===== src/cdpa_pkg.sv =====
// Shared constants for the divider phase-alignment and output-control block.
package cdpa_pkg;

  ////////////////////////////////////////////////////////////////////////////////////////////////
  // Structure sizes.
  localparam int NCH      = 4;   // Clock channels, each with one divider.
  localparam int NOUT     = 8;   // Output config slots: 0..3 clock, 4..7 sysref-capable.
  localparam int OCFG_W   = 11;  // Width of one output config word.
  localparam int CLK_PIPE = 4;   // Clock path stages so sysref tap 4 lines up with it.
  localparam int SREF_TAPS = 8;  // Sysref phase delay steps.

  ////////////////////////////////////////////////////////////////////////////////////////////////
  // Register byte offsets on the AXI4-Lite slave.
  localparam logic [7:0] ADDR_CTRL     = 8'h00;  // Bit 0 is the alignment request.
  localparam logic [7:0] ADDR_STATUS   = 8'h04;  // Alignment state, read only.
  localparam logic [7:0] ADDR_CHAN0    = 8'h10;  // Four channel words, one per channel.
  localparam logic [7:0] ADDR_OUT0     = 8'h20;  // Eight output config words.

  // Channel word fields.
  localparam int CH_DIV_LO = 0;   // Divider code, 4 bits.
  localparam int CH_DLY_LO = 8;   // Clock phase delay setting, 8 bits.

  // Output config word fields.
  localparam int OC_PD      = 0;  // Power down.
  localparam int OC_EN      = 1;  // Enable; low forces static low.
  localparam int OC_STYLE   = 2;  // 0 selects LVDS, 1 selects LVPECL.
  localparam int OC_AMP_LO  = 3;  // Amplitude code, 2 bits.
  localparam int OC_SRC     = 5;  // Source select: 0 clock mode, 1 sysref mode.
  localparam int OC_SDLY_LO = 8;  // Sysref phase delay setting, 3 bits.

  // Reset values.
  localparam logic [3:0]        DIV_CODE_RST  = 4'h0;       // Divide by one.
  localparam logic [7:0]        CLK_DLY_RST   = 8'h00;      // Clock delay for closest alignment.
  localparam logic [OCFG_W-1:0] OCFG_CLK_RST  = 11'h002;    // Clock outputs on and enabled.
  localparam logic [OCFG_W-1:0] OCFG_SREF_RST = 11'h420;    // Sysref mode, disabled, delay 4.

  // Responses.
  localparam logic [1:0] RESP_OKAY   = 2'h0;
  localparam logic [1:0] RESP_SLVERR = 2'h2;

  // Amplitude level codes driven to the output stage.
  localparam logic [1:0] AMP_NONE = 2'h0;
  localparam logic [1:0] AMP_350  = 2'h1;
  localparam logic [1:0] AMP_750  = 2'h2;
  localparam logic [1:0] AMP_1000 = 2'h3;

  ////////////////////////////////////////////////////////////////////////////////////////////////
  // Alignment timing: the bound is counted in input clock periods.
  localparam int         ALIGN_MAX_PERIODS = 48;
  localparam logic [5:0] ALIGN_LAST        = 6'(ALIGN_MAX_PERIODS - 1);

  // Alignment state machine.
  typedef enum logic {ST_IDLE, ST_ALIGN} cdpa_state_t;

  // Maps a divider code to its ratio; codes above 8 fall back to divide by one.
  function automatic logic [4:0] ratio_of(input logic [3:0] code);
    case (code)
      4'h1:    ratio_of = 5'h02;
      4'h2:    ratio_of = 5'h03;
      4'h3:    ratio_of = 5'h04;
      4'h4:    ratio_of = 5'h06;
      4'h5:    ratio_of = 5'h08;
      4'h6:    ratio_of = 5'h0c;
      4'h7:    ratio_of = 5'h10;
      4'h8:    ratio_of = 5'h18;
      default: ratio_of = 5'h01;
    endcase
  endfunction

endpackage


===== src/cdpa_divider.sv =====
`timescale 1ns/1ps
// One channel divider that can stretch its period to catch a shared phase target.
module cdpa_divider
  import cdpa_pkg::*;
(
  input  wire logic       aclk,
  input  wire logic       aresetn,
  input  wire logic [4:0] ratio,         // Divide ratio, 1 to 24.
  input  wire logic [7:0] delay,         // Clock phase delay in input periods.
  input  wire logic       align_start,   // One-cycle pulse at the trigger.
  input  wire logic       align_active,  // High while alignment runs.
  output logic            level,         // Divided clock level.
  output logic            matched        // Counter sits on the target phase.
);

  // Whole state of the divider.
  typedef struct packed {
    logic [4:0] cnt;  // Position inside the output period.
    logic [4:0] tgt;  // Position every aligned buffer agrees on.
    logic       lvl;  // Registered output level.
  } cdpa_div_t;

  cdpa_div_t div_reg;
  cdpa_div_t div_next;

  // Steps a position by one inside the period.
  function automatic logic [4:0] step(input logic [4:0] p, input logic [4:0] n);
    step = (p >= n - 5'h01) ? 5'h00 : p + 5'h01;
  endfunction

  ////////////////////////////////////////////////////////////////////////////////////////////////
  // Next state: the counter holds one extra input period while it trails the target.
  always_comb begin
    logic [4:0] dmod;
    dmod = 5'(delay % ratio);
    div_next = div_reg;
    // The target advances every cycle; a trigger loads it with the delayed phase.
    if (align_start) begin
      div_next.tgt = (dmod == 5'h00) ? 5'h00 : ratio - dmod;
    end else begin
      div_next.tgt = step(div_reg.tgt, ratio);
    end
    // Divide by one never holds, so that output keeps running unchanged.
    if (align_active && ratio != 5'h01 && div_reg.cnt != div_reg.tgt) begin
      div_next.cnt = div_reg.cnt;
    end else begin
      div_next.cnt = step(div_reg.cnt, ratio);
    end
    // High for the first half of the period; a steady high stands for divide by one.
    div_next.lvl = div_next.cnt < ((ratio + 5'h01) >> 1);
  end

  // State register.
  always_ff @(posedge aclk) begin
    if (!aresetn) begin
      div_reg <= '0;
    end else begin
      div_reg <= div_next;
    end
  end

  assign level   = div_reg.lvl;
  assign matched = (ratio == 5'h01) || (div_reg.cnt == div_reg.tgt);

endmodule


===== src/cdpa_top.sv =====
// Added by the designer: the register addresses and the AXI4-Lite slave port.
`timescale 1ns/1ps
// Notes on behaviour
// - Clock delay 0, sysref delay 4 align best.
// - Sysref delay 3 or less leads the clock.
// - Delays are fixed cycle counts, frequency independent.
// - Stretch divided periods one input period until aligned.
// - One sysref rising edge starts the alignment.
// - Divide-by-one outputs never stretch during alignment.
// - Enabled sysref outputs keep passing sysref input.
// - Aligned divided edges coincide, equal delay everywhere.
// - Alignment ends within 48 input periods.
// - Request bit clears itself after alignment.
// - Writing the request again re-arms alignment.
// - Request low: no alignment, sysref passes through.
// - Request high: next sysref rise triggers alignment.
// - Power-down, enable, style and amplitude decode.
module cdpa_top
  import cdpa_pkg::*;
(
  input  wire logic             aclk,
  input  wire logic             aresetn,
  input  wire logic             sysref_in,
  input  wire logic [7:0]       s_axi_awaddr,
  input  wire logic             s_axi_awvalid,
  output logic                  s_axi_awready,
  input  wire logic [31:0]      s_axi_wdata,
  input  wire logic [3:0]       s_axi_wstrb,
  input  wire logic             s_axi_wvalid,
  output logic                  s_axi_wready,
  output logic [1:0]            s_axi_bresp,
  output logic                  s_axi_bvalid,
  input  wire logic             s_axi_bready,
  input  wire logic [7:0]       s_axi_araddr,
  input  wire logic             s_axi_arvalid,
  output logic                  s_axi_arready,
  output logic [31:0]           s_axi_rdata,
  output logic [1:0]            s_axi_rresp,
  output logic                  s_axi_rvalid,
  input  wire logic             s_axi_rready,
  output logic [NCH-1:0]        clock_output,
  output logic [NCH-1:0]        clock_output_on,
  output logic [NCH-1:0]        clock_output_style,
  output logic [2*NCH-1:0]      clock_output_amp,
  output logic [NCH-1:0]        sysref_output,
  output logic [NCH-1:0]        sysref_output_on,
  output logic [NCH-1:0]        sysref_output_style,
  output logic [2*NCH-1:0]      sysref_output_amp,
  output logic                  align_busy
);

  ////////////////////////////////////////////////////////////////////////////////////////////////
  // State of the whole block outside the dividers in one register.
  typedef struct packed {
    logic                             awready;     // Write address may be taken.
    logic                             wready;      // Write data may be taken.
    logic                             aw_got;      // Write address held.
    logic                             w_got;       // Write data held.
    logic [7:0]                       aw_addr;     // Held write address.
    logic [31:0]                      w_data;      // Held write data.
    logic [3:0]                       w_strb;      // Held byte strobes.
    logic                             bvalid;      // Write response pending.
    logic [1:0]                       bresp;       // Write response code.
    logic                             arready;     // Read address may be taken.
    logic                             rvalid;      // Read data pending.
    logic [1:0]                       rresp;       // Read response code.
    logic [31:0]                      rdata;       // Read data.
    logic                             align_req;   // Alignment request bit.
    cdpa_state_t                      st;          // Alignment state.
    logic [5:0]                       align_cnt;   // Input periods since the trigger.
    logic                             align_start; // Pulse that loads divider targets.
    logic                             sref_q;      // Previous sysref sample.
    logic [SREF_TAPS-1:0]             sref_hist;   // Sysref delay line.
    logic [NCH-1:0][3:0]              div_code;    // Divider codes.
    logic [NCH-1:0][7:0]              clk_dly;     // Clock phase delay settings.
    logic [NOUT-1:0][OCFG_W-1:0]      ocfg;        // Output config words.
    logic [NCH-1:0][CLK_PIPE-1:0]     clk_hist;    // Clock path pipeline.
    logic [NCH-1:0]                   clk_o;       // Clock output levels.
    logic [NCH-1:0]                   clk_on;      // Clock output powered.
    logic [NCH-1:0]                   clk_sty;     // Clock output style.
    logic [NCH-1:0][1:0]              clk_amp;     // Clock output amplitude.
    logic [NCH-1:0]                   sr_o;        // Configurable output levels.
    logic [NCH-1:0]                   sr_on;       // Configurable output powered.
    logic [NCH-1:0]                   sr_sty;      // Configurable output style.
    logic [NCH-1:0][1:0]              sr_amp;      // Configurable output amplitude.
  } cdpa_state_reg_t;

  cdpa_state_reg_t s_reg;
  cdpa_state_reg_t s_next;

  logic [NCH-1:0] div_level;    // Divider output levels.
  logic [NCH-1:0] div_matched;  // Dividers on target.

  ////////////////////////////////////////////////////////////////////////////////////////////////
  // Merges written bytes into an old word.
  function automatic logic [31:0] merge(input logic [31:0] old, input logic [31:0] nw,
                                        input logic [3:0] strb);
    merge = old;
    for (int b = 0; b < 4; b++) begin
      if (strb[b]) begin
        merge[8*b +: 8] = nw[8*b +: 8];
      end
    end
  endfunction

  // Amplitude level for a config word; off or disabled gives no swing.
  function automatic logic [1:0] amp_of(input logic [OCFG_W-1:0] c);
    logic [1:0] a;
    a = c[OC_AMP_LO +: 2];
    if (c[OC_PD] || !c[OC_EN]) begin
      amp_of = AMP_NONE;
    end else if (!c[OC_STYLE]) begin
      amp_of = a[0] ? AMP_750 : AMP_350;
    end else begin
      amp_of = (a == 2'h0) ? AMP_350 : (a == 2'h1) ? AMP_750 : AMP_1000;
    end
  endfunction

  // Output level: off or disabled holds static low.
  function automatic logic drive_of(input logic [OCFG_W-1:0] c, input logic d);
    drive_of = !c[OC_PD] && c[OC_EN] && d;
  endfunction

  ////////////////////////////////////////////////////////////////////////////////////////////////
  // One divider per channel.
  for (genvar ch = 0; ch < NCH; ch++) begin : g_div
    cdpa_divider u_div (
      .aclk         (aclk),
      .aresetn      (aresetn),
      .ratio        (ratio_of(s_reg.div_code[ch])),
      .delay        (s_reg.clk_dly[ch]),
      .align_start  (s_reg.align_start),
      .align_active (s_reg.st == ST_ALIGN),
      .level        (div_level[ch]),
      .matched      (div_matched[ch])
    );
  end

  ////////////////////////////////////////////////////////////////////////////////////////////////
  // Next state for the bus slave, the alignment control and the output stage.
  always_comb begin
    logic        rise;
    logic        wr_fire;
    logic        clr_req;
    logic [31:0] rd;
    logic [31:0] cur;
    logic        hit;
    logic [7:0]  ra;
    logic [7:0]  wa;
    logic [OCFG_W-1:0] oc;
    rise    = 1'b0;
    wr_fire = 1'b0;
    clr_req = 1'b0;
    rd      = 32'h0000_0000;
    cur     = 32'h0000_0000;
    hit     = 1'b0;
    ra      = s_reg.rdata[7:0];
    wa      = s_reg.aw_addr;
    oc      = '0;
    s_next  = s_reg;
    s_next.align_start = 1'b0;

    // Sysref is sampled on the clock edge and a low-to-high step is the trigger.
    s_next.sref_q = sysref_in;
    rise = sysref_in && !s_reg.sref_q;
    s_next.sref_hist = {s_reg.sref_hist[SREF_TAPS-2:0], sysref_in};

    // Alignment control.
    case (s_reg.st)
      ST_IDLE: begin
        // Without a request the edge only flows to the sysref outputs.
        if (s_reg.align_req && rise) begin
          s_next.st          = ST_ALIGN;
          s_next.align_cnt   = 6'h00;
          s_next.align_start = 1'b1;
        end
      end
      ST_ALIGN: begin
        s_next.align_cnt = s_reg.align_cnt + 6'h01;
        // Finish once every divider sits on target, or at the period bound.
        if ((s_reg.align_cnt != 6'h00 && (&div_matched)) || s_reg.align_cnt == ALIGN_LAST) begin
          s_next.st = ST_IDLE;
          clr_req   = 1'b1;
        end
      end
      default: begin
        s_next.st = ST_IDLE;
      end
    endcase
    if (clr_req) begin
      s_next.align_req = 1'b0;
    end

    // Write address and data are taken independently.
    if (s_axi_awvalid && s_reg.awready) begin
      s_next.aw_got  = 1'b1;
      s_next.aw_addr = s_axi_awaddr;
    end
    if (s_axi_wvalid && s_reg.wready) begin
      s_next.w_got  = 1'b1;
      s_next.w_data = s_axi_wdata;
      s_next.w_strb = s_axi_wstrb;
    end
    if (s_reg.bvalid && s_axi_bready) begin
      s_next.bvalid = 1'b0;
    end

    // Both halves held: perform the write and raise the response.
    wr_fire = s_reg.aw_got && s_reg.w_got && !s_reg.bvalid;
    if (wr_fire) begin
      s_next.aw_got = 1'b0;
      s_next.w_got  = 1'b0;
      s_next.bvalid = 1'b1;
      s_next.bresp  = RESP_OKAY;
      if (wa == ADDR_CTRL) begin
        // A written one re-arms and wins over a same-cycle self clear.
        if (s_reg.w_strb[0] && s_reg.w_data[0]) begin
          s_next.align_req = 1'b1;
        end else if (s_reg.w_strb[0]) begin
          s_next.align_req = 1'b0;
        end
      end else if (wa == ADDR_STATUS) begin
        s_next.bresp = RESP_OKAY;
      end else if (wa >= ADDR_CHAN0 && wa < ADDR_OUT0 && wa[1:0] == 2'h0) begin
        cur = merge({16'h0000, s_reg.clk_dly[wa[3:2]], 4'h0, s_reg.div_code[wa[3:2]]},
                    s_reg.w_data, s_reg.w_strb);
        s_next.div_code[wa[3:2]] = cur[CH_DIV_LO +: 4];
        s_next.clk_dly[wa[3:2]]  = cur[CH_DLY_LO +: 8];
      end else if (wa >= ADDR_OUT0 && wa < 8'h40 && wa[1:0] == 2'h0) begin
        cur = merge({21'h000000, s_reg.ocfg[wa[4:2]]}, s_reg.w_data, s_reg.w_strb);
        s_next.ocfg[wa[4:2]] = cur[OCFG_W-1:0];
      end else begin
        s_next.bresp = RESP_SLVERR;
      end
    end

    // Reads answer one cycle after the address is taken.
    if (s_reg.rvalid && s_axi_rready) begin
      s_next.rvalid = 1'b0;
    end
    if (s_axi_arvalid && s_reg.arready) begin
      ra  = s_axi_araddr;
      hit = 1'b1;
      if (ra == ADDR_CTRL) begin
        rd = {31'h0, s_reg.align_req};
      end else if (ra == ADDR_STATUS) begin
        rd = {24'h0, 2'h0, s_reg.align_cnt};
        rd[31] = (s_reg.st == ST_ALIGN);
      end else if (ra >= ADDR_CHAN0 && ra < ADDR_OUT0 && ra[1:0] == 2'h0) begin
        rd = {16'h0000, s_reg.clk_dly[ra[3:2]], 4'h0, s_reg.div_code[ra[3:2]]};
      end else if (ra >= ADDR_OUT0 && ra < 8'h40 && ra[1:0] == 2'h0) begin
        rd = {21'h000000, s_reg.ocfg[ra[4:2]]};
      end else begin
        hit = 1'b0;
      end
      s_next.rvalid = 1'b1;
      s_next.rdata  = rd;
      s_next.rresp  = hit ? RESP_OKAY : RESP_SLVERR;
    end

    // Ready flags for the next cycle follow the held state.
    s_next.awready = !s_next.aw_got && !s_next.bvalid;
    s_next.wready  = !s_next.w_got && !s_next.bvalid;
    s_next.arready = !s_next.rvalid;

    // Clock path: a fixed pipeline keeps the latency frequency independent.
    for (int ch = 0; ch < NCH; ch++) begin
      s_next.clk_hist[ch] = {s_reg.clk_hist[ch][CLK_PIPE-2:0], div_level[ch]};
      oc = s_reg.ocfg[ch];
      s_next.clk_o[ch]   = drive_of(oc, s_reg.clk_hist[ch][CLK_PIPE-1]);
      s_next.clk_on[ch]  = !oc[OC_PD];
      s_next.clk_sty[ch] = oc[OC_STYLE];
      s_next.clk_amp[ch] = amp_of(oc);
    end

    // Configurable outputs: source select picks the clock or the delayed sysref.
    for (int o = 0; o < NCH; o++) begin
      oc = s_reg.ocfg[NCH + o];
      if (oc[OC_SRC]) begin
        // Tap 4 matches the clock pipeline; lower taps lead the clock.
        s_next.sr_o[o] = drive_of(oc, s_reg.sref_hist[oc[OC_SDLY_LO +: 3]]);
      end else begin
        s_next.sr_o[o] = drive_of(oc, s_reg.clk_hist[o][CLK_PIPE-1]);
      end
      s_next.sr_on[o]  = !oc[OC_PD];
      s_next.sr_sty[o] = oc[OC_STYLE];
      s_next.sr_amp[o] = amp_of(oc);
    end
  end

  ////////////////////////////////////////////////////////////////////////////////////////////////
  // State register with synchronous reset.
  always_ff @(posedge aclk) begin
    if (!aresetn) begin
      s_reg           <= '0;
      s_reg.awready   <= 1'b1;
      s_reg.wready    <= 1'b1;
      s_reg.arready   <= 1'b1;
      s_reg.st        <= ST_IDLE;
      s_reg.align_req <= 1'b0;
      for (int ch = 0; ch < NCH; ch++) begin
        s_reg.div_code[ch]   <= DIV_CODE_RST;
        s_reg.clk_dly[ch]    <= CLK_DLY_RST;
        s_reg.ocfg[ch]       <= OCFG_CLK_RST;
        s_reg.ocfg[NCH + ch] <= OCFG_SREF_RST;
      end
    end else begin
      s_reg <= s_next;
    end
  end

  ////////////////////////////////////////////////////////////////////////////////////////////////
  // Ports straight from the state register.
  assign s_axi_awready       = s_reg.awready;
  assign s_axi_wready        = s_reg.wready;
  assign s_axi_bvalid        = s_reg.bvalid;
  assign s_axi_bresp         = s_reg.bresp;
  assign s_axi_arready       = s_reg.arready;
  assign s_axi_rvalid        = s_reg.rvalid;
  assign s_axi_rdata         = s_reg.rdata;
  assign s_axi_rresp         = s_reg.rresp;
  assign clock_output        = s_reg.clk_o;
  assign clock_output_on     = s_reg.clk_on;
  assign clock_output_style  = s_reg.clk_sty;
  assign clock_output_amp    = s_reg.clk_amp;
  assign sysref_output       = s_reg.sr_o;
  assign sysref_output_on    = s_reg.sr_on;
  assign sysref_output_style = s_reg.sr_sty;
  assign sysref_output_amp   = s_reg.sr_amp;
  assign align_busy          = (s_reg.st == ST_ALIGN);

endmodule


===== config.mk =====
export PLATFORM = sky130hd
export DESIGN_NAME = cdpa_top
export DESIGN_NICKNAME = d
export VERILOG_FILES = /design/src/cdpa_pkg.sv /design/src/cdpa_divider.sv /design/src/cdpa_top.sv
export SDC_FILE = /design/constraint.sdc
export NUM_CORES = 1
export LEC_CHECK = 0
export BUFFER_PORTS_ARGS = -buffer_cell sky130_fd_sc_hd__buf_2
export CORE_AREA = 4 4 248 250
export DETAILED_ROUTE_END_ITERATION = 12
export DIE_AREA = 0 0 252 254
export GPL_ROUTABILITY_DRIVEN = 1
export PLACE_DENSITY = 0.66
export SYNTH_ARGS = -nofsm -noshare
export SYNTH_HDL_FRONTEND = slang
export SYNTH_SLANG_ARGS = --single-unit

===== constraint.sdc =====
create_clock -name aclk -period 24.9 [get_ports aclk]
set_input_delay 4.98 -clock aclk [delete_from_list [all_inputs] [get_ports aclk]]
set_output_delay 4.98 -clock aclk [all_outputs]
set_load 0.05 [all_outputs]

After elaboration in Yosys (flattened, before gate mapping) --
Memories as Yosys holds them, arrays and structs flattened. A register that Yosys moved wholly into a read port is not among the register bits. Index checks and enable logic that the tools add are counted.
Word-level totals: flip-flop bits (word level) 323, bits in latches 0, memory bits (writable) 0, memory bits (read-only) 320, input port bits 60, output and inout port bits 82, logic and storage cells 418, memories kept 4
Operators by class: add/subtract/negate cells 21, $mul 0, divide/modulo/power cells 4, order comparisons 30, eq/ne operators 28, shift-type cells 0, mux-type cells 146, bitwise operators 5, reduce and logical (&&, ||, !) cells 115
Memory list:
- (name not given) | words 16, width 5, read ports 1, clocked after Yosys merged registers in 1, wr ports 0, line cdpa_pkg.sv:57 | case (code)
- (name not given) | words 16, width 5, read ports 1, clocked after Yosys merged registers in 1, wr ports 0, line cdpa_pkg.sv:57
- (name not given) | words 16, width 5, read ports 1, clocked after Yosys merged registers in 1, wr ports 0, line cdpa_pkg.sv:57
- (name not given) | words 16, width 5, read ports 1, clocked after Yosys merged registers in 1, wr ports 0, line cdpa_pkg.sv:57
Operators by type and width (count):
- 8-bit 2-to-1 mux | 15
- 5-bit 2-to-1 mux | 20
- 88-bit bitwise mux | 1
- 11-bit binary-select mux with 3-bit select | 2
- 32-bit 2-to-1 mux | 2
- 4-bit 2-to-1 mux | 16
- 5-bit by 1-bit adder with 5-bit output, second input constant | 12
- 2-bit 2-to-1 mux | 30
- 1-bit logical AND | 51
- 11-bit 2-to-1 mux | 4
- 5-bit greater-or-equal comparator | 8
- 35-bit 2-to-1 mux | 1
- 11-bit demux with 3-bit select | 1
- 1-bit 2-to-1 mux | 33
- 8-bit binary-select mux with 2-bit select | 2
- 32-bit bitwise mux | 1
- 8-bit by 5-bit remainder unit with 8-bit output | 4
- 3-bit by 4-bit < comparator with 1-bit output, second input constant | 6
- 1-bit zero test | 22
- 3-bit 2-to-1 mux | 7
- 5-bit by 1-bit equality test with 1-bit output, second input constant | 4
- 5-bit equality test | 4
- 2-bit zero test | 10
- 5-bit zero test | 4
- other kinds (31) | 89

Depth between registers and ports, before layout --
Gate-level depths: netlist (run 1).
word-level depth 12, gate-level depth with buffers 65, mapped depth without buffers 62

Cells and area by module --
From an unflattened synthesis (run 1), not the netlist that was laid out.
Second synthesis, totals: cell total of the unflattened synthesis 2736, area total of the unflattened synthesis 23905.4 um^2
Modules (own cells, without submodules):
- cdpa_top | instances 1, cells an instance 1319, area each 12804.8 um^2, seq. area each 5625.4 um^2
- cdpa_divider at g_div[1].u_div ... | instances 2, cells an instance 346, area each 2742.6 um^2, seq. area each 220.2 um^2
- cdpa_divider at g_div[2].u_div | instances 1, cells an instance 377, area each 2880.3 um^2, seq. area each 220.2 um^2
- cdpa_divider at g_div[0].u_div | instances 1, cells an instance 348, area each 2735.1 um^2, seq. area each 220.2 um^2

Least setup slack after synthesis (run 1) --
OpenSTA, ideal clock, no wires.
kind register to register, start register, netlist name g_div[1].u_div.ratio[3], end register g_div[1].u_div.div_reg[4] in the netlist's numbering, library setup time 0.132 ns, arrival time 11.776 ns, data required time 24.768 ns, setup slack 12.992 ns, cell stages (with the launch flop) 58, path buffers 3, period minus slack after synthesis 11.908 ns, cells stage by stage dfxtp_1 -> clkbuf_1 -> or3_1 -> nor2_1 -> a21oi_1 -> a21oi_1 -> ha_1 -> or4b_1 -> a31oi_1 -> a21oi_1 -> ha_1 -> a41o_1 -> o21a_1 -> mux2i_1 -> ha_1 -> o21a_1 -> or4_1 -> a211oi_1 -> (+22 left out) -> a21boi_1 -> mux2_2 -> inv_1 -> ha_1 -> a21bo_2 -> a21o_1 -> a21o_1 -> a21oi_1 -> o21ai_0 -> nor3_1 -> a22oi_1 -> nand2_1 -> mux2_2 -> ha_1 -> a21oi_1 -> mux2i_1 -> o41ai_1 -> a21oi_1
On the way: longest elaborated chain between the ends 4, elaborated cells between the ends (all ways) 8, those cells by class add/sub: 2; div: 1; order compare: 1; mux: 3; reduce/logical: 1
RTL lines:
- 8-bit by 5-bit remainder unit with 8-bit output / 5-bit by 1-bit subtractor with 5-bit output (equally long branches) | line cdpa_divider.sv:35, cdpa_divider.sv:28
- 5-bit subtractor (tied with other cells) | line cdpa_divider.sv:39 | div_next.tgt = (dmod == 5'h00) ? 5'h00 : ratio - dmod;
- 5-bit 2-to-1 mux (on tied branches) | line cdpa_divider.sv:39, cdpa_divider.sv:28
- 5-bit 2-to-1 mux * | line cdpa_divider.sv:38 | if (align_start) begin
- to (signal assigned) | line cdpa_divider.sv:58 | div_reg <= div_next;
- to (decl) | line cdpa_divider.sv:23 | cdpa_div_t div_reg;
Mark *: on every way between the ends. The rest lies on a longest branch, timed or not. A chain may end at the register's enable or synchronous reset.

Worst setup path after layout (run 1) --
start register, netlist name g_div[1].u_div.ratio[0], end register g_div[1].u_div.div_reg[4] in the netlist's numbering
On the way: longest elaborated chain between the ends 4, elaborated cells between the ends (all ways) 8, those cells by class add/sub: 2; div: 1; order compare: 1; mux: 3; reduce/logical: 1
RTL lines (line):
- 8-bit by 5-bit remainder unit with 8-bit output / 5-bit by 1-bit subtractor with 5-bit output (equally long branches) | cdpa_divider.sv:35, cdpa_divider.sv:28
- 5-bit subtractor (tied with other cells) | cdpa_divider.sv:39
- 5-bit 2-to-1 mux (on tied branches) | cdpa_divider.sv:39, cdpa_divider.sv:28
- 5-bit 2-to-1 mux * | cdpa_divider.sv:38
Marks and branches as above.

==> results of run 1 <==
-- placed cells by master (no fill, tap or decap), types with 46 or more instances in the layout --
| master | Yosys | final |
|---|---|---|
| nand3_1 | 51 | 51 |
| and2_1 | 47 | 47 |
| ha_1 | 224 | 224 |
| mux4_2 | 77 | 77 |
| mux2i_1 | 120 | 120 |
| dfxtp_1 | 325 | 323 |
| o21a_1 | 55 | 55 |
| a21o_1 | 46 | 46 |
| xnor2_1 | 90 | 90 |
| a21oi_1 | 187 | 187 |
| nor2_1 | 269 | 264 |
| nor3_1 | 88 | 85 |
| a211oi_1 | 64 | 64 |
| o21ai_0 | 56 | 56 |
| inv_1 | 124 | 123 |
| buf_2 | 2 | 106 |
| nand2_1 | 248 | 248 |
-- worst max-delay path, delay by kind of cell (launching register included) --
| kind | cells | cell delay [ps] |
|---|---|---|
| flops | 1 | 500 |
| buf+inv | 2 | 410 |
| compound gates | 30 | 6280 |
| simple gates | 8 | 2390 |
| fa+ha+maj | 9 | 2660 |
| mux | 3 | 1090 |
-- worst max-delay path by stage --
stage                                 start                   endpoint  slack (ps)  cells past startpoint
finish              g_div[1].u_div.ratio[0]  g_div[1].u_div.div_reg[4]       11430                     52
global route        g_div[1].u_div.ratio[0]  g_div[1].u_div.div_reg[4]       10400                     53
CTS                 g_div[1].u_div.ratio[0]  g_div[1].u_div.div_reg[4]       11480                     52
detailed placement  g_div[1].u_div.ratio[0]  g_div[1].u_div.div_reg[4]       11540                     52
global placement    g_div[1].u_div.ratio[0]  g_div[1].u_div.div_reg[4]       11540                     52
floorplan           g_div[1].u_div.ratio[3]  g_div[1].u_div.div_reg[4]       12990                     57
-- cell usage after synthesis, drive strengths merged (16+ instances only) --
| cell type | instances | share of area, % |
|---|---|---|
| and2 | 48 | 1.3 |
| nor2 | 269 | 4.3 |
| nor3 | 89 | 1.9 |
| o21ai | 79 | 1.7 |
| clkbuf | 89 | 1.4 |
| a211oi | 65 | 2.1 |
| a21oi | 187 | 4.0 |
| nand3 | 51 | 1.1 |
| or3 | 16 | 0.43 |
| nand2b | 35 | 0.93 |
| nand2 | 248 | 4.0 |
| or2 | 18 | 0.48 |
| nor2b | 25 | 0.67 |
| mux4 | 77 | 7.4 |
| inv | 124 | 2.0 |
| a21o | 46 | 1.5 |
| mux2 | 34 | 1.6 |
| xnor2 | 90 | 3.4 |
| buf | 100 | 2.9 |
| mux2i | 121 | 5.2 |
| xor2 | 42 | 1.6 |
| o21a | 55 | 1.8 |
| dfxtp | 325 | 28 |
| o211ai | 19 | 0.67 |
| ha | 224 | 12 |
-- power by group --
| group | switching [mW] | total [mW] | internal, mW |
|---|---|---|---|
| registers | 0.00705 | 0.535 | 0.528 |
| logic | 0.916 | 1.71 | 0.789 |
| clock network | 0.222 | 0.551 | 0.329 |
| total | 1.15 | 2.79 | 1.65 |
-- area by class of cell --
type	instances	share of cell area (%)
multi-input combinational	2072	61.28
sequential	325	25.65
clock buffer	47	3.994
tap	773	3.812
timing repair buffer	124	2.623
inverter	125	1.869
clock inverter	15	0.7643
-- logic make-up (layout without fill, tap and decap cells) --
group,count (synthesis),count (layout),share of synthesized area (%)
compound gates,583,583,16.55
xor+xnor,132,132,4.930
fa+ha+maj,235,235,12.76
buf+inv,314,311,6.317
flops,325,325,27.75
mux,232,232,14.22
other cells,1,17,0.01599
simple gates,873,873,17.45
-- through the flow --
step / cell area [um^2] / hold WS (ps) / util (%) / setup slack, ps
6_report: 25370 / 430.5 / 42.99 / 11430
5_1_grt: 25370 / 448.6 / 42.99 / 10400
4_1_cts: 25370 / 433.2 / 42.99 / 11480
3_5_place_dp: 24170 / 418.9 / 40.95 / 11540
3_3_place_gp: 24170 / 413.2 / 40.95 / 11540
2_1_floorplan: 23510 / 411.9 / - / 12990
-- per-layer routing --
metal	GRT usage, %	share of wire [%]	up-vias
met5	0	0.019	-
met1	26.82	47	9108
met3	2.579	6.6	70
met4	3.515	1.4	2
li1	-	-	9566
met2	30.48	45	538
==> reports/qor.yml, run 1 <==
global_routing:
  grtUsageTotal_pct: 18.72
  antenna_found_initial: 3
  grt_pass1_wl_um: 98750
  grt_pass1_vias: 18490
  grt_overflow: 0
  grt_max_degree: 82
cells_and_area:
  layout-drive-gt1-share_pct: 12.22
  register_area_um2: 6509
  num-fill-cells: 5809
  antenna_cells: 0
  layout.cells.non_filler: 3481
  nets: 2976
  area_delta_synth_final_pct: 8.201
  multiInputGateArea_um2: 15550
  largest_register_ffs: 169
logic_synthesis:
  yosys_warnings: 0
  syn_avg_cell_area_um2: 8.701
  synth_edf_count: 0
  ys.flop_type: "dfxtp_1"
  syn_area_um2: 23450
  yosysSeqAreaShare_pct: 27.75
  ys_types: 93
  synth-seq-cells: 325
  synthArstFlopShare_pct: 0
  synthCells: 2695
sta:
  slew_headroom_pct: 29.30
  tns_ps: 0
  setup_violations: 0
  rsz0062_at_grt: "false"
  worst_pin_slew_ps: 1059
  fmax_mhz: 74.22
  drv_slew: 0
  finalClockSkew_ps: 26.44
  min_period_over_period_pct: 54.11
  finalHoldViolCount: 0
  fin_crit_ps: 13470
power_and_ir_drop:
  p_per_area_nw_per_um2: 110.0
  finalPower_mw: 2.791
  p_leak_nw: 10.20
  peakVddDrop_mv: 0.1211
cts:
  clock_sinks: 325
  htreeDepth: 2
  ctsResizeCount: 0
  cts_root_buf: "clkbuf_16"
  numCtsBuffers: 36
  cts_tree: "yes"
  cts_hold_buf: 0
  clockBufferDepth: 3
  clkSlewWorstSetupHoldPaths_ps: 60
  post_cts_buffers: 0
  clk-insertion-delay-late_ps: 540
route:
  drt_iter0_drc: 1375
  wl_per_cell_um: 17.84
  viasPerCell: 5.540
  first_pass_iters: 5
  ant_nets: 0
  wl_um: 62090
  drcViolationCount: 0
  via_count: 19280
worst_setup_path:
  cp-end-kind: "flop"
  r2r_end: "g_div[1].u_div.div_reg[4]"
  critPathMostFrequentCell: "ha_1"
  critPathMaxFanout: 12
  critPathSlowestCell: "dfxtp_1"
  reg2reg_depth: 52
  crit_type: "reg2reg"
  crit_arrival_ps: 13860
  max_stage_delay_ps: 500
  r2r_slack_ps: 11430
  critPathLaunchType: "flop"
  worstPathRequired_ps: 25280
  timing.rr.start: "g_div[1].u_div.ratio[0]"
min_path:
  holdPathStages: 1
  min-delay-start: "s_next[49]"
  min-delay-path-class: "reg2reg"
  hold_end: "s_next[50]"
die:
  die_y_um: 254
  dieArea_um2: 64010
  io_pins: 142
  fp.dieW_um: 252
  core_um2: 59020
  rows: 89
  initial_core_util_pct: 39.73
place:
  port_buffers: 106
  gp_congestion: 0.8638
  hpwlAfterDp_um: 45800
  place_inst: 3419
run_status:
  status: "finished, final reports clean"
job:
  drv_cap: 0
Power figures use the tool's default switching activity.
==> run 2, diff against run 1 <==
ABC_AREA = 1   (was not set)
CORE_AREA = 4 4 250 252   (was 4 4 248 250)
DIE_AREA = 0 0 254 256   (was 0 0 252 254)
PLACE_DENSITY = 0.68   (was 0.66)
clock period = 12.25 ns   (was 24.9 ns; I/O delays follow)
==> run 2 against run 1 <==
Highest routed layer unchanged; combinational power increased to 3.1 times the previous value; non-clock buffer count is 13 higher; clock-buffer cell count increased by 8; synthesized cell count increased by 27%; utilization increased by 0.14 points; flip-flop and latch count unchanged; critical path depth rose by 13; final area grew 2.2%; clock skew grew 12 ps; largest power group unchanged.
==> reports/qor.yml, run 2 <==
run_status:
  status: "finished, final reports clean"
global_routing:
  grt_pass1_wl_um: 106600  # +7.9%
  grtUsageTotal_pct: 19.88  # +1.2 points
  antenna_found_initial: 1  # -2
  grt_max_degree: 87  # +6.1%
  grt_pass1_vias: 20420  # +10%
  grt_overflow: 0  # unchanged
worst_setup_path:
  cp-end-kind: "flop"
  reg2reg_depth: 65  # +25%
  r2r_slack_ps: 1040  # -10390 ps
  worstPathRequired_ps: 12660  # -12620 ps
  crit_cells: 65  # +25%
  critPathMostFrequentCell: "nand2_1"
  max_stage_delay_ps: 480  # -20 ps
  critPathMaxFanout: 11  # -1
  crit_arrival_ps: 11620  # -2240 ps
  critPathBufInv: 6  # +4
  critPathSlowestCell: "dfxtp_1"
  crit_type: "reg2reg"
  crit_family: "compound AO/OA/AOI/OAI gates"
  r2r_end: "g_div[3].u_div.div_reg[5]"
  timing.rr.start: "g_div[3].u_div.ratio[0]"
  critPathLaunchType: "flop"
cells_and_area:
  most-common-layout-cells: "624 x nand2_1, 496 x inv_1, 322 x dfxtp_1"
  nets: 3711  # +25%
  antenna_cells: 0  # unchanged
  largest_register_ffs: 169  # unchanged
  area_delta_synth_final_pct: 8.558
  layout-drive-gt1-share_pct: 10.50  # -1.7 points
  mostFrequentLayoutCell: "nand2_1"
  layout.cells.non_filler: 4228  # +21%
  finalInstanceArea_um2: 25930  # +2.2%
logic_synthesis:
  syn_avg_cell_area_um2: 6.991  # -20%
  ys.flop_type: "dfxtp_1"
  synth_top_cell_by_area: "dfxtp_1"
  synth_commonest_cells: "624 x nand2_1, 497 x inv_1, 325 x dfxtp_1"
  netlist.area_leader.share_pct: 27.24  # -0.51 points
  synthCells: 3417  # +27%
  yosys_warnings: 0  # unchanged
  synth-seq-cells: 325  # unchanged
  synthArstFlopShare_pct: 0  # unchanged
  synth_edf_count: 0  # unchanged
  synthMostInstantiatedCell: "nand2_1"
  ys_types: 68  # -27%
  syn_area_um2: 23890  # +1.9%
  yosysSeqAreaShare_pct: 27.24  # -0.51 points
  netlist_top_cells_area: "dfxtp_1 27%, ha_1 12%, nand2_1 9.8%"
sta:
  setup_violations: 0  # unchanged
  finalClockSkew_ps: 38.65  # +12.20 ps
  finalHoldViolCount: 0  # unchanged
  min_period_over_period_pct: 91.51  # +37 points
  worst_pin_slew_ps: 1250  # +190.2 ps
  fin_crit_ps: 11210  # -2264 ps
  worst_slack_ps: 1040  # -10390 ps
  holdWs_ps: 410.2  # -20.30 ps
  drv_slew: 0  # unchanged
  fmax_mhz: 89.20  # +20%
  slew_headroom_pct: 16.38  # -13 points
min_path:
  hold_end: "s_next[47]"
  min-delay-start: "s_next[46]"
  min-delay-path-class: "reg2reg"
  holdPathStages: 2  # +1
cts:
  clkSlewWorstSetupHoldPaths_ps: 60  # about the same
  clk-insertion-delay-late_ps: 580  # +40 ps
  htreeDepth: 2  # unchanged
  cts_root_buf: "clkbuf_16"
  clockBufferDepth: 3  # unchanged
  numCtsBuffers: 38  # +5.6%
  clock_sinks: 325  # unchanged
  cts_tree: "yes"
place:
  hpwlAfterDp_um: 49900  # +9.0%
  port_buffers: 106  # unchanged
  dpl_cell_area_um2: 24580  # +1.7%
  place_inst: 4154  # +21%
  gp_congestion: 0.9226  # +6.8%
  place_ws_ps: 772.5  # -10760 ps
route:
  wl_per_cell_um: 15.86  # -11%
  wl_um: 67070  # +8.0%
  drt_iter0_drc: 1807  # +31%
  drcViolationCount: 0  # unchanged
  first_pass_iters: 6  # +1
  viasPerCell: 5.233  # -5.5%
  ant_nets: 0  # unchanged
  via_count: 22130  # +15%
die:
  dieArea_um2: 65020  # +1.6%
  io_pins: 142  # unchanged
  die_y_um: 256  # +0.79%
  core_um2: 60130  # +1.9%
  initial_core_util_pct: 39.73  # about the same
  fp.dieW_um: 254  # +0.79%
  rows: 90  # +1.1%
power_and_ir_drop:
  p_per_area_nw_per_um2: 293.3  # +170%
  p_leak_nw: 12.60  # +23%
  peakVddDrop_mv: 0.3057  # +150%
job:
  drv_cap: 0  # unchanged
==> run 2: power breakdown <==
| group | leakage [nW] | internal [mW] | switching, mW |
|---|---|---|---|
| logic | 9.36 | 2.08 | 3.29 |
| registers | 2.63 | 1.08 | 0.0159 |
| clock network | 0.605 | 0.672 | 0.469 |
| total | 12.6 | 3.83 | 3.77 |
==> run 2: cells by family after synthesis <==
logic type | Yosys count | synth area share [%]
simple gates | 1173 | 22.44
compound gates | 858 | 21.05
buf+inv | 716 | 12.75
flops | 325 | 27.24
fa+ha+maj | 232 | 12.40
xor+xnor | 111 | 4.070
other cells | 1 | 0.01570
mux | 1 | 0.04190
==> run 2: worst max path at each step <==
stage | end | start | slack [ps]
global route | g_div[2].u_div.div_reg[5] | g_div[2].u_div.ratio[0] | -10
floorplan | g_div[2].u_div.div_reg[5] | g_div[2].u_div.ratio[0] | 2040
CTS | g_div[3].u_div.div_reg[5] | g_div[3].u_div.ratio[0] | 740
finish | g_div[3].u_div.div_reg[5] | g_div[3].u_div.ratio[0] | 1040
global placement | g_div[3].u_div.div_reg[5] | g_div[3].u_div.ratio[0] | 990
detailed placement | g_div[3].u_div.div_reg[5] | g_div[3].u_div.ratio[0] | 770
==> run 2: repair_timing <==
item	CTS	global route
endpoints found under the setup margin	0	15
buffers inserted	0	7
hold buffers	0	0
gates resized for setup	0	16
hold endpoints to repair	0	0
==> run 2: final cells by class <==
type,instances,area (um^2)
Sequential cell,325,6510
Multi-Input combinational cell,2392,14460
Inverter,525,1983
Clock inverter,12,172.7
Tap cell,782,978.4
Timing Repair Buffer,137,765.7
Fill cell,6203,34200
Clock buffer,55,1065
==> run 2: per-stage QoR <==
step	power, mW	util, %	setup TNS [ps]
detailed placement	6.388	40.88	0
global route	8.475	43.13	-25.43
finish	7.607	43.13	0
floorplan	5.628	-	0
CTS	7.546	42.93	0
global placement	6.307	40.88	0
==> run 2: worst register-to-register path: cells and delay by family, from the launching register on <==
family	cells	cell delay, ps
flip-flops	1	480
buffers and inverters	6	480
adder cells (fa/ha/maj)	9	2900
AND/OR/NAND/NOR	28	2970
AO/OA/AOI/OAI	22	4220
==> run 2: routing by layer <==
layer	global-route usage [%]	part of all wire, %	vias to the layer above
met2	32.52	45	667
met1	26.66	45	10040
met4	6.751	2.9	2
met3	3.130	7.0	120
met5	0	0.019	-
li1	-	-	11300
